## src/inc/acc_alu_cfg.svh

```systemverilog
// Constants for the 24-bit accumulator datapath.
`ifndef ACC_ALU_CFG_SVH
`define ACC_ALU_CFG_SVH
`define ACC_WORD_W 24
`define ACC_BITIDX_W 5
`define ACC_BITIDX_MAX 5'h17
`define ACC_OP_W 3
`define ACC_SEL_W 2
`define ACC_CYC_ABS 4'h2
`define ACC_CYC_ADD_REG 4'h1
`define ACC_CYC_ADD_IMM 4'h4
`define ACC_CYC_AND_REG 4'h3
`define ACC_CYC_AND_IMM 4'h6
`define ACC_CYC_BITCLR 4'h2
`define ACC_CYC_NVADD 4'h2
`define ACC_FLAGS_RESET 4'h0
`define ACC_FLAG_C 3
`define ACC_FLAG_O 2
`define ACC_FLAG_S 1
`define ACC_FLAG_Z 0
`endif

```

## src/inc/acc_alu_pkg.sv

```systemverilog
// Types shared by the accumulator datapath modules.
package acc_alu_pkg;
    typedef enum logic [2:0] {
        ACC_OP_ABS = 3'h0,
        ACC_OP_ADD = 3'h1,
        ACC_OP_AND = 3'h2,
        ACC_OP_BITCLR = 3'h3,
        ACC_OP_NVADD = 3'h4
    } acc_op_e;
    typedef enum logic [1:0] {
        ACC_SEL_X = 2'h0,
        ACC_SEL_Y = 2'h1,
        ACC_SEL_Z = 2'h2,
        ACC_SEL_R = 2'h3
    } acc_sel_e;
    typedef enum logic [3:0] {
        ACC_ST_IDLE = 4'h1,
        ACC_ST_WAIT = 4'h2,
        ACC_ST_NVWAIT = 4'h4,
        ACC_ST_DONE = 4'h8
    } acc_state_e;
endpackage

```

## src/hdl/acc_adder.sv

```systemverilog
// Combinational 24-bit two's complement adder with carry and overflow.
`timescale 1ns/1ps
`include "acc_alu_cfg.svh"
module acc_adder #(
    parameter int WIDTH = `ACC_WORD_W
) (
    // Operands.
    input wire logic [WIDTH-1:0] a,
    input wire logic [WIDTH-1:0] b,
    // Result and flags.
    output logic [WIDTH-1:0] sum,
    output logic carry,
    output logic ovf
);
    logic [WIDTH:0] wide;

    // The extra bit holds the carry; the sum wraps modulo two to the width.
    always_comb begin
        wide = {1'b0, a} + {1'b0, b};
        sum = wide[WIDTH-1:0];
        carry = wide[WIDTH];
        ovf = (a[WIDTH-1] == b[WIDTH-1]) && (sum[WIDTH-1] != a[WIDTH-1]);
    end
endmodule

```

## src/hdl/acc_logic.sv

```systemverilog
// Combinational logic unit: absolute value, AND and single-bit clear.
`timescale 1ns/1ps
`include "acc_alu_cfg.svh"
module acc_logic #(
    parameter int WIDTH = `ACC_WORD_W
) (
    // Operands.
    input wire logic [WIDTH-1:0] a,
    input wire logic [WIDTH-1:0] b,
    input wire logic [4:0] bit_idx,
    // Results.
    output logic [WIDTH-1:0] abs_res,
    output logic abs_carry,
    output logic abs_ovf,
    output logic [WIDTH-1:0] and_res,
    output logic [WIDTH-1:0] clr_res
);
    logic [WIDTH:0] neg;

    // Negation is done as invert plus one; the most negative value stays put and flags overflow.
    always_comb begin
        neg = {1'b0, ~a} + {{WIDTH{1'b0}}, 1'b1};
        if (a[WIDTH-1]) begin
            abs_res = neg[WIDTH-1:0];
            abs_carry = neg[WIDTH];
            abs_ovf = neg[WIDTH-1];
        end else begin
            abs_res = a;
            abs_carry = 1'b0;
            abs_ovf = 1'b0;
        end
        and_res = a & b;
        clr_res = a & ~(WIDTH'(1) << bit_idx);
    end
endmodule

```

## src/hdl/acc_alu.sv

```systemverilog
// Accumulator datapath with x, y, z and RAM-word accumulators and four flags.
`timescale 1ns/1ps
`include "acc_alu_cfg.svh"
// Summary of operation
// - All accumulators and RAM operands are 24 bits.
// - Operands and results are two's complement.
// - Result goes to first operand; second unchanged.
// - Pointed RAM word acts as accumulator r.
// - Each write updates its specified flags.
// - Abs: magnitude, four flags, two cycles.
// - Add register one cycle, immediate four.
// - Nonvolatile add to x, four flags, waits.
// - AND updates sign/zero; three or six cycles.
// - Bit clear index 0-23, sign/zero, two cycles.
// - Carry takes the addition carry out.
// - Sign follows result's top bit.
// - Overflow marks signed addition overflow.
module acc_alu #(
    parameter int WIDTH = `ACC_WORD_W
) (
    // Clock and reset.
    input wire logic MCLK,
    input wire logic RESET,
    // Instruction request from the sequencer.
    input wire logic START,
    input wire logic [2:0] OP,
    input wire logic [1:0] DST_SEL,
    input wire logic [1:0] SRC_SEL,
    input wire logic USE_IMM,
    input wire logic [WIDTH-1:0] IMM,
    input wire logic [4:0] BIT_IDX,
    // RAM word selected by the address pointer.
    input wire logic [WIDTH-1:0] RAM_RDATA,
    // Nonvolatile memory word fetch.
    input wire logic NV_VALID,
    input wire logic [WIDTH-1:0] NV_RDATA,
    // Status.
    output logic BUSY,
    output logic DONE,
    output logic NV_REQ,
    output logic RAM_WE,
    output logic [WIDTH-1:0] RAM_WDATA,
    output logic [WIDTH-1:0] ACC_X,
    output logic [WIDTH-1:0] ACC_Y,
    output logic [WIDTH-1:0] ACC_Z,
    output logic FLAG_CARRY,
    output logic FLAG_OVF,
    output logic FLAG_SIGN,
    output logic FLAG_ZERO
);
    // Only the documented word is served: the flag, clamp and RAM paths assume 24 bits.
    // A wider build would need a wider bit index as well, so it is refused outright.
    if (WIDTH != `ACC_WORD_W) begin : g_width_chk
        $error("acc_alu supports only the 24-bit word width");
    end

    // Sequencer state and cycle counter.
    acc_alu_pkg::acc_state_e state_q;
    logic [3:0] cnt_q;
    logic busy_q;
    logic take_d;
    // Architectural accumulators and the four flags.
    logic [WIDTH-1:0] x_q, y_q, z_q;
    logic [3:0] flags_q;
    // Instruction fields and operands latched at the take edge; the nonvolatile word lands in b_q later.
    logic [2:0] op_q;
    logic [1:0] dst_q;
    logic [WIDTH-1:0] a_q, b_q;
    logic [4:0] idx_q;
    // Result and flag candidates for the write-back edge.
    logic [WIDTH-1:0] res_d;
    logic c_d, o_d, upd_co_d;
    // Outputs of the two combinational units.
    logic [WIDTH-1:0] sum, abs_res, and_res, clr_res;
    logic add_c, add_o, abs_c, abs_o;
    // Registered handshake and RAM write outputs.
    logic done_q, nvreq_q, ramwe_q;
    logic [WIDTH-1:0] ramw_q;

    // Pick an accumulator; code 3 is the RAM word at the pointer.
    // Used for both the destination and the source, so the two decode alike and an
    // instruction may name the same accumulator twice.
    function automatic logic [WIDTH-1:0] pick(input logic [1:0] sel,
        input logic [WIDTH-1:0] x, input logic [WIDTH-1:0] y,
        input logic [WIDTH-1:0] z, input logic [WIDTH-1:0] r);
        case (sel)
            2'h0: pick = x;
            2'h1: pick = y;
            2'h2: pick = z;
            default: pick = r;
        endcase
    endfunction

    // Cycle count per instruction form.
    // The nonvolatile add has no entry of its own here; its length is set by the memory.
    function automatic logic [3:0] cycles(input logic [2:0] op, input logic imm);
        case (op)
            3'h0: cycles = `ACC_CYC_ABS;
            3'h1: cycles = imm ? `ACC_CYC_ADD_IMM : `ACC_CYC_ADD_REG;
            3'h2: cycles = imm ? `ACC_CYC_AND_IMM : `ACC_CYC_AND_REG;
            3'h3: cycles = `ACC_CYC_BITCLR;
            default: cycles = `ACC_CYC_NVADD;
        endcase
    endfunction

    // The nonvolatile add is decoded both by the sequencer and by the fetch request.
    function automatic logic is_nvadd(input logic [2:0] op);
        is_nvadd = (op == 3'h4);
    endfunction

    // A request is taken only from idle; a START held through a busy spell is ignored.
    assign take_d = START && (state_q == acc_alu_pkg::ACC_ST_IDLE);

    // Adder shared by both add forms and by the nonvolatile add.
    acc_adder #(.WIDTH(WIDTH)) u_add (
        .a(a_q),
        .b(b_q),
        .sum(sum),
        .carry(add_c),
        .ovf(add_o)
    );

    // Absolute value, AND and bit clear work on the same latched operands.
    acc_logic #(.WIDTH(WIDTH)) u_log (
        .a(a_q),
        .b(b_q),
        .bit_idx(idx_q),
        .abs_res(abs_res),
        .abs_carry(abs_c),
        .abs_ovf(abs_o),
        .and_res(and_res),
        .clr_res(clr_res)
    );

    // Result selection; only arithmetic touches carry and overflow.
    // Any opcode not decoded here falls through to the adder, so an unused code
    // behaves as an add rather than leaving the accumulator undefined.
    always_comb begin
        res_d = sum;
        c_d = add_c;
        o_d = add_o;
        upd_co_d = 1'b1;
        case (op_q)
            3'h0: begin
                res_d = abs_res;
                c_d = abs_c;
                o_d = abs_o;
            end
            3'h2: begin
                res_d = and_res;
                upd_co_d = 1'b0;
            end
            3'h3: begin
                res_d = clr_res;
                upd_co_d = 1'b0;
            end
            default: begin
                res_d = sum;
            end
        endcase
    end

    // Sequencer: latch operands, count cycles, wait for nonvolatile data.
    // Results land N edges after the take edge, N being the cycle count of the form.
    // A one-cycle add goes straight to the done state; longer forms count down in the
    // wait state first, which is why the counter is loaded with N - 1.
    // The nonvolatile add has no fixed length: a slow memory stalls the sequencer here,
    // and the flags keep the previous result until the fetched word has been added.
    // Operands other than the fetched word are latched at the take edge, so the sequencer may move the RAM pointer
    // or change its selects while an instruction is still running.
    // BUSY is kept in its own flop so the pin needs no decode of the state.
    always_ff @(posedge MCLK or posedge RESET) begin
        if (RESET) begin
            state_q <= acc_alu_pkg::ACC_ST_IDLE;
            busy_q <= 1'b0;
            cnt_q <= 4'h0;
            op_q <= 3'h0;
            dst_q <= 2'h0;
            a_q <= 24'h000000;
            b_q <= 24'h000000;
            idx_q <= 5'h00;
        end else begin
            case (state_q)
                acc_alu_pkg::ACC_ST_IDLE: begin
                    if (START) begin
                        busy_q <= 1'b1;
                        op_q <= OP;
                        // Clamp an index past the top so a stray code still clears a real bit.
                        idx_q <= (BIT_IDX > `ACC_BITIDX_MAX) ? `ACC_BITIDX_MAX : BIT_IDX;
                        if (is_nvadd(OP)) begin
                            dst_q <= 2'h0;
                            a_q <= x_q;
                            state_q <= acc_alu_pkg::ACC_ST_NVWAIT;
                        end else begin
                            dst_q <= DST_SEL;
                            // The RAM word is taken as it stands at the take edge.
                            a_q <= pick(DST_SEL, x_q, y_q, z_q, RAM_RDATA);
                            b_q <= USE_IMM ? IMM : pick(SRC_SEL, x_q, y_q, z_q, RAM_RDATA);
                            cnt_q <= cycles(OP, USE_IMM) - 4'h1;
                            state_q <= (cycles(OP, USE_IMM) == 4'h1) ?
                                acc_alu_pkg::ACC_ST_DONE : acc_alu_pkg::ACC_ST_WAIT;
                        end
                    end
                end
                acc_alu_pkg::ACC_ST_WAIT: begin
                    // Leave at one so the done state is the last counted cycle.
                    cnt_q <= cnt_q - 4'h1;
                    if (cnt_q == 4'h1) begin
                        state_q <= acc_alu_pkg::ACC_ST_DONE;
                    end
                end
                acc_alu_pkg::ACC_ST_NVWAIT: begin
                    // Fetch time is set by the memory, so no fixed count applies.
                    // NV_RDATA is only looked at in the cycle that NV_VALID marks.
                    if (NV_VALID) begin
                        b_q <= NV_RDATA;
                        state_q <= acc_alu_pkg::ACC_ST_DONE;
                    end
                end
                acc_alu_pkg::ACC_ST_DONE: begin
                    state_q <= acc_alu_pkg::ACC_ST_IDLE;
                    busy_q <= 1'b0;
                end
                default: begin
                    state_q <= acc_alu_pkg::ACC_ST_IDLE;
                    busy_q <= 1'b0;
                end
            endcase
        end
    end

    // Write-back into the destination accumulator on the final cycle.
    // The RAM word is not held here: it leaves as a one-cycle write strobe, the RAM
    // stores it at the pointer, and a later instruction reads it back from there.
    // Sums wider than the word simply lose their top bit, which only the carry keeps.
    always_ff @(posedge MCLK or posedge RESET) begin
        if (RESET) begin
            x_q <= 24'h000000;
            y_q <= 24'h000000;
            z_q <= 24'h000000;
            ramwe_q <= 1'b0;
            ramw_q <= 24'h000000;
        end else begin
            ramwe_q <= 1'b0;
            if (state_q == acc_alu_pkg::ACC_ST_DONE) begin
                case (dst_q)
                    2'h0: x_q <= res_d;
                    2'h1: y_q <= res_d;
                    2'h2: z_q <= res_d;
                    default: begin
                        ramwe_q <= 1'b1;
                        ramw_q <= res_d;
                    end
                endcase
            end
        end
    end

    // Flags follow the latest write; logic ops leave carry and overflow alone.
    // Zero is kept in positive sense: it is set when the written result is zero.
    // A fetch that never answers leaves every flag as the last write set it.
    always_ff @(posedge MCLK or posedge RESET) begin
        if (RESET) begin
            flags_q <= `ACC_FLAGS_RESET;
        end else if (state_q == acc_alu_pkg::ACC_ST_DONE) begin
            flags_q[`ACC_FLAG_S] <= res_d[WIDTH-1];
            flags_q[`ACC_FLAG_Z] <= (res_d == 24'h000000);
            if (upd_co_d) begin
                flags_q[`ACC_FLAG_C] <= c_d;
                flags_q[`ACC_FLAG_O] <= o_d;
            end
        end
    end

    // Registered handshake outputs.
    // DONE rises together with the fall of BUSY, so a new request may follow at once.
    // NV_REQ drops at the edge that takes the fetched word, so the memory sees one
    // request per fetch and can answer the next instruction afresh.
    always_ff @(posedge MCLK or posedge RESET) begin
        if (RESET) begin
            done_q <= 1'b0;
            nvreq_q <= 1'b0;
        end else begin
            done_q <= (state_q == acc_alu_pkg::ACC_ST_DONE);
            nvreq_q <= (take_d && is_nvadd(OP)) ||
                (state_q == acc_alu_pkg::ACC_ST_NVWAIT && !NV_VALID);
        end
    end

    // Outputs straight from flip-flops, with no gate between register and pin.
    assign BUSY = busy_q;
    assign DONE = done_q;
    assign NV_REQ = nvreq_q;
    assign RAM_WE = ramwe_q;
    assign RAM_WDATA = ramw_q;

    // Accumulators and flags as they stand after the latest write-back.
    assign ACC_X = x_q;
    assign ACC_Y = y_q;
    assign ACC_Z = z_q;
    assign FLAG_CARRY = flags_q[`ACC_FLAG_C];
    assign FLAG_OVF = flags_q[`ACC_FLAG_O];
    assign FLAG_SIGN = flags_q[`ACC_FLAG_S];
    assign FLAG_ZERO = flags_q[`ACC_FLAG_Z];
endmodule

```

## config.mk

```make
export PLATFORM = sky130hd
export DESIGN_NAME = acc_alu
export DESIGN_NICKNAME = d
export VERILOG_FILES = /design/src/inc/acc_alu_pkg.sv /design/src/hdl/acc_adder.sv /design/src/hdl/acc_logic.sv /design/src/hdl/acc_alu.sv
export VERILOG_INCLUDE_DIRS = /design/src /design/src/inc
export SDC_FILE = /design/constraint.sdc
export NUM_CORES = 1
export LEC_CHECK = 0
export BUFFER_PORTS_ARGS = -buffer_cell sky130_fd_sc_hd__buf_2
export CORE_MARGIN = 2
export CORE_UTILIZATION = 50
export CTS_CLUSTER_SIZE = 14
export DETAILED_ROUTE_END_ITERATION = 7
export PLACE_DENSITY = 0.71
export SYNTH_ARGS = -nofsm -noshare
export SYNTH_HDL_FRONTEND = slang
export SYNTH_SLANG_ARGS = --single-unit
export TNS_END_PERCENT = 30
```

## constraint.sdc

```tcl
create_clock -name MCLK -period 6.45 [get_ports MCLK]
set_clock_uncertainty 0.2 [all_clocks]
set_input_delay 0.645 -clock MCLK [delete_from_list [all_inputs] [get_ports MCLK]]
set_output_delay 0.645 -clock MCLK [all_outputs]
set_load 0.1 [all_outputs]
```

==> impl_metrics.tcl <==
set metrics [dict create \
    status "completed" \
    finalPower_w 0.007738 \
    synth_common_cells "dfrtp_1, nand2_1, o21ai_0, a21oi_1, nor2_1" \
    h-tree-depth 4 \
    initial_core_util_pct 50.61 \
    synth_top_area_cell "dfrtp_1" \
    drc 0 \
    die_w_um 152.2 \
    cts_root_buf "clkbuf_16" \
    postRouteAntennaNets 0 \
    syn_nets 1309 \
    max_slew_margin_pct 20.53 \
    coreArea_mm2 0.02169 \
    areaGrowthSynthToFinish_pct 15.58 \
    synthCells 1191 \
    worstSetupEndpointType "flop" \
    first_pass_iters 6 \
    rrSetupSlack_ns 2.39 \
    synth_top_area_share_pct 38.53 \
    max_slew.worst_pin.slew_ns 1.185 \
    synth-seq-area-share_pct 38.77 \
    grt_pass1_wl_um 57940 \
    postCtsHoldBufs 0 \
    cts_resized 0 \
    multiInputGateArea_mm2 0.006339 \
    num-fill-cells 1907 \
    cts.sinks 170 \
    synth_warnings 0 \
    arrival_ns 4.22 \
    cts_made_buffers 17 \
    dp_hpwl_um 27980 \
    holdWs_ns 0.2245 \
    critPathSlowestCell "a221oi_1" \
    ios 193 \
    cp.required_ns 6.61 \
    drv_slew 0 \
    maxCapViolCount 0 \
    hp-class "in -> async" \
    wire_per_inst_um 23.00 \
    yosysMostFrequentCell "dfrtp_1" \
    startpoint_type "flop" \
    final_nets 1453 \
    fin_util_pct 58.49 \
    setup_viol_count_final 0 \
    viasPerCell 6.362 \
    syn-cell-area_mm2 0.01098 \
    clock_path_buffers 2 \
    ir_worst_vdd_v 0.0004515 \
    r2r_cells 10 \
    worst_skew_pair.late_latency_ns 0.44 \
    async_flop_share_pct 100.0 \
    period_minus_slack_ns 4.065 \
    grt_max_degree 115 \
    antenna_found_initial 0 \
    period_share_pct 63.02 \
    clk_pin_slew_ns 0.08 \
    synth-edff-count 0 \
    ys_types 73 \
    drt-total-wl_um 37470 \
    total_leakage_power_nw 6.024 \
    ys.flop_type "dfrtp_1" \
    cts_setup_buffers 0 \
    cp_cell_sequence "ha_1, a21o_1, a2111oi_1, or2_1, xnor2_1, a221oi_1, or4b_1, nor4_1, nand3_1, o21ai_1" \
    yosys-top-cells-area "dfrtp_1, mux4_2, o21ai_0" \
    fmax_ghz 0.2460 \
    regArea_mm2 0.004255 \
    syn_area_per_cell_um2 9.215 \
    gp_congestion 0.9795 \
    path_buf_inv 0 \
    cts_tree "built" \
    crit_family "compound AO/OA/AOI/OAI gates" \
    r2r-start "a_q[6]$_DFFE_PP0P_" \
    track_usage_pct 32.02 \
    crit_type "reg -> reg" \
    grt_overflow 0 \
    crit_fanout 9 \
    die_y_um 152.2 \
    die_area_mm2 0.02315 \
    drtIter0Drc 1127 \
    grt_pass1_vias 9964 \
    r2r-end "flags_q[0]$_DFFE_PP0P_" \
    fin_tns_setup_ns 0 \
    grt_setup_unrepaired "no" \
    worst_path_largest_cell_delay_ns 0.75 \
    vias 10363 \
    drive_gt1_share_pct 25.45 \
    ys_ff_latch 170 \
    powerDensity_mw_per_mm2 610.0 \
    port_buffers 192 \
    finalHoldViolCount 0 \
    rows 54 \
]
[placed cells by master (no fill, tap or decap), types with 14 or more instances in the layout]
cell type	n
buf_2	192
dfrtp_1	169
nand2_1	146
o21ai_0	134
a21oi_1	105
nor2_1	88
mux2_2	58
mux2i_1	38
mux4_2	31
ha_1	28
xnor2_1	17
clkbuf_16	17
buf_4	17
inv_1	16
o211ai_1	16
a22oi_1	15
nand3_1	14
nor3_1	14
xor2_1	14
or3_1	14
[per-layer routing]
metal / track usage, % / routed length, um / vias up
li1: - / - / 4704
met1: 45.37 / 16160 / 5098
met2: 48.80 / 16980 / 498
met3: 7.537 / 3390 / 63
met4: 10.68 / 938 / 0
met5: 0 / 0 / -
[worst register-to-register path, stage by stage (launching register included)]
cell       delay [ns]
dfrtp_1          0.49
ha_1             0.44
a21o_1           0.20
a2111oi_1        0.59
or2_1            0.20
xnor2_1          0.06
a221oi_1         0.75
or4b_1           0.50
nor4_1           0.27
nand3_1          0.13
o21ai_1          0.15
[flip-flops by register name, indices dropped and copies added (netlist names), 3 cells and up]
name and flops:
flags_q 4, b_q 24, cnt_q 4, op_q 3
ACC_Z 24, state_q 4, ACC_Y 24, idx_q 5
RAM_WDATA 24, a_q 24, ACC_X 24
[power breakdown]
group / internal (W) / leakage, nW / switching [W]
clock: 0.000516 / 0.286 / 0.000503
combinational: 0.00124 / 3.49 / 0.00355
sequential: 0.00144 / 2.25 / 0.000491
[layout make-up]
class,instances,area share [%]
Multi-Input combinational cell,918,49.97
Sequential cell,170,33.54
Timing Repair Buffer,209,8.581
Clock buffer,17,3.353
Tap cell,280,2.762
Clock inverter,15,1.174
Inverter,19,0.6016
Antenna cell,1,0.01973
[per-stage QoR]
step,setup slack (ns),area [um^2],cells
4_1_cts,2.469,12680,1628
2_1_floorplan,1.003,10980,1191
6_report,2.385,12690,1629
3_3_place_gp,2.489,12110,1596
5_1_grt,2.064,12680,1628
3_5_place_dp,2.509,12110,1596
[logic make-up after synthesis]
logic type               count (synthesis)  synth area share (%)
AO/OA/AOI/OAI                          376                 20.98
flip-flops                             170                 38.77
XOR/XNOR                                31                 2.474
buffers and inverters                  103                 3.602
AND/OR/NAND/NOR                        355                 15.03
multiplexers                           127                 15.78
adder cells (fa/ha/maj)                 29                 3.374
[worst max path at each step]
stage                  startpoint  cells after the start                endpoint
2_1_floorplan               RESET                      1    ACC_X[0]$_DFFE_PP0P_
3_3_place_gp   a_q[6]$_DFFE_PP0P_                     10  flags_q[0]$_DFFE_PP0P_
3_5_place_dp   a_q[6]$_DFFE_PP0P_                     10  flags_q[0]$_DFFE_PP0P_
4_1_cts        a_q[6]$_DFFE_PP0P_                     10  flags_q[0]$_DFFE_PP0P_
5_1_grt        a_q[6]$_DFFE_PP0P_                     10  flags_q[0]$_DFFE_PP0P_
6_report       a_q[6]$_DFFE_PP0P_                     10  flags_q[0]$_DFFE_PP0P_
Power figures use the tool's default switching activity.
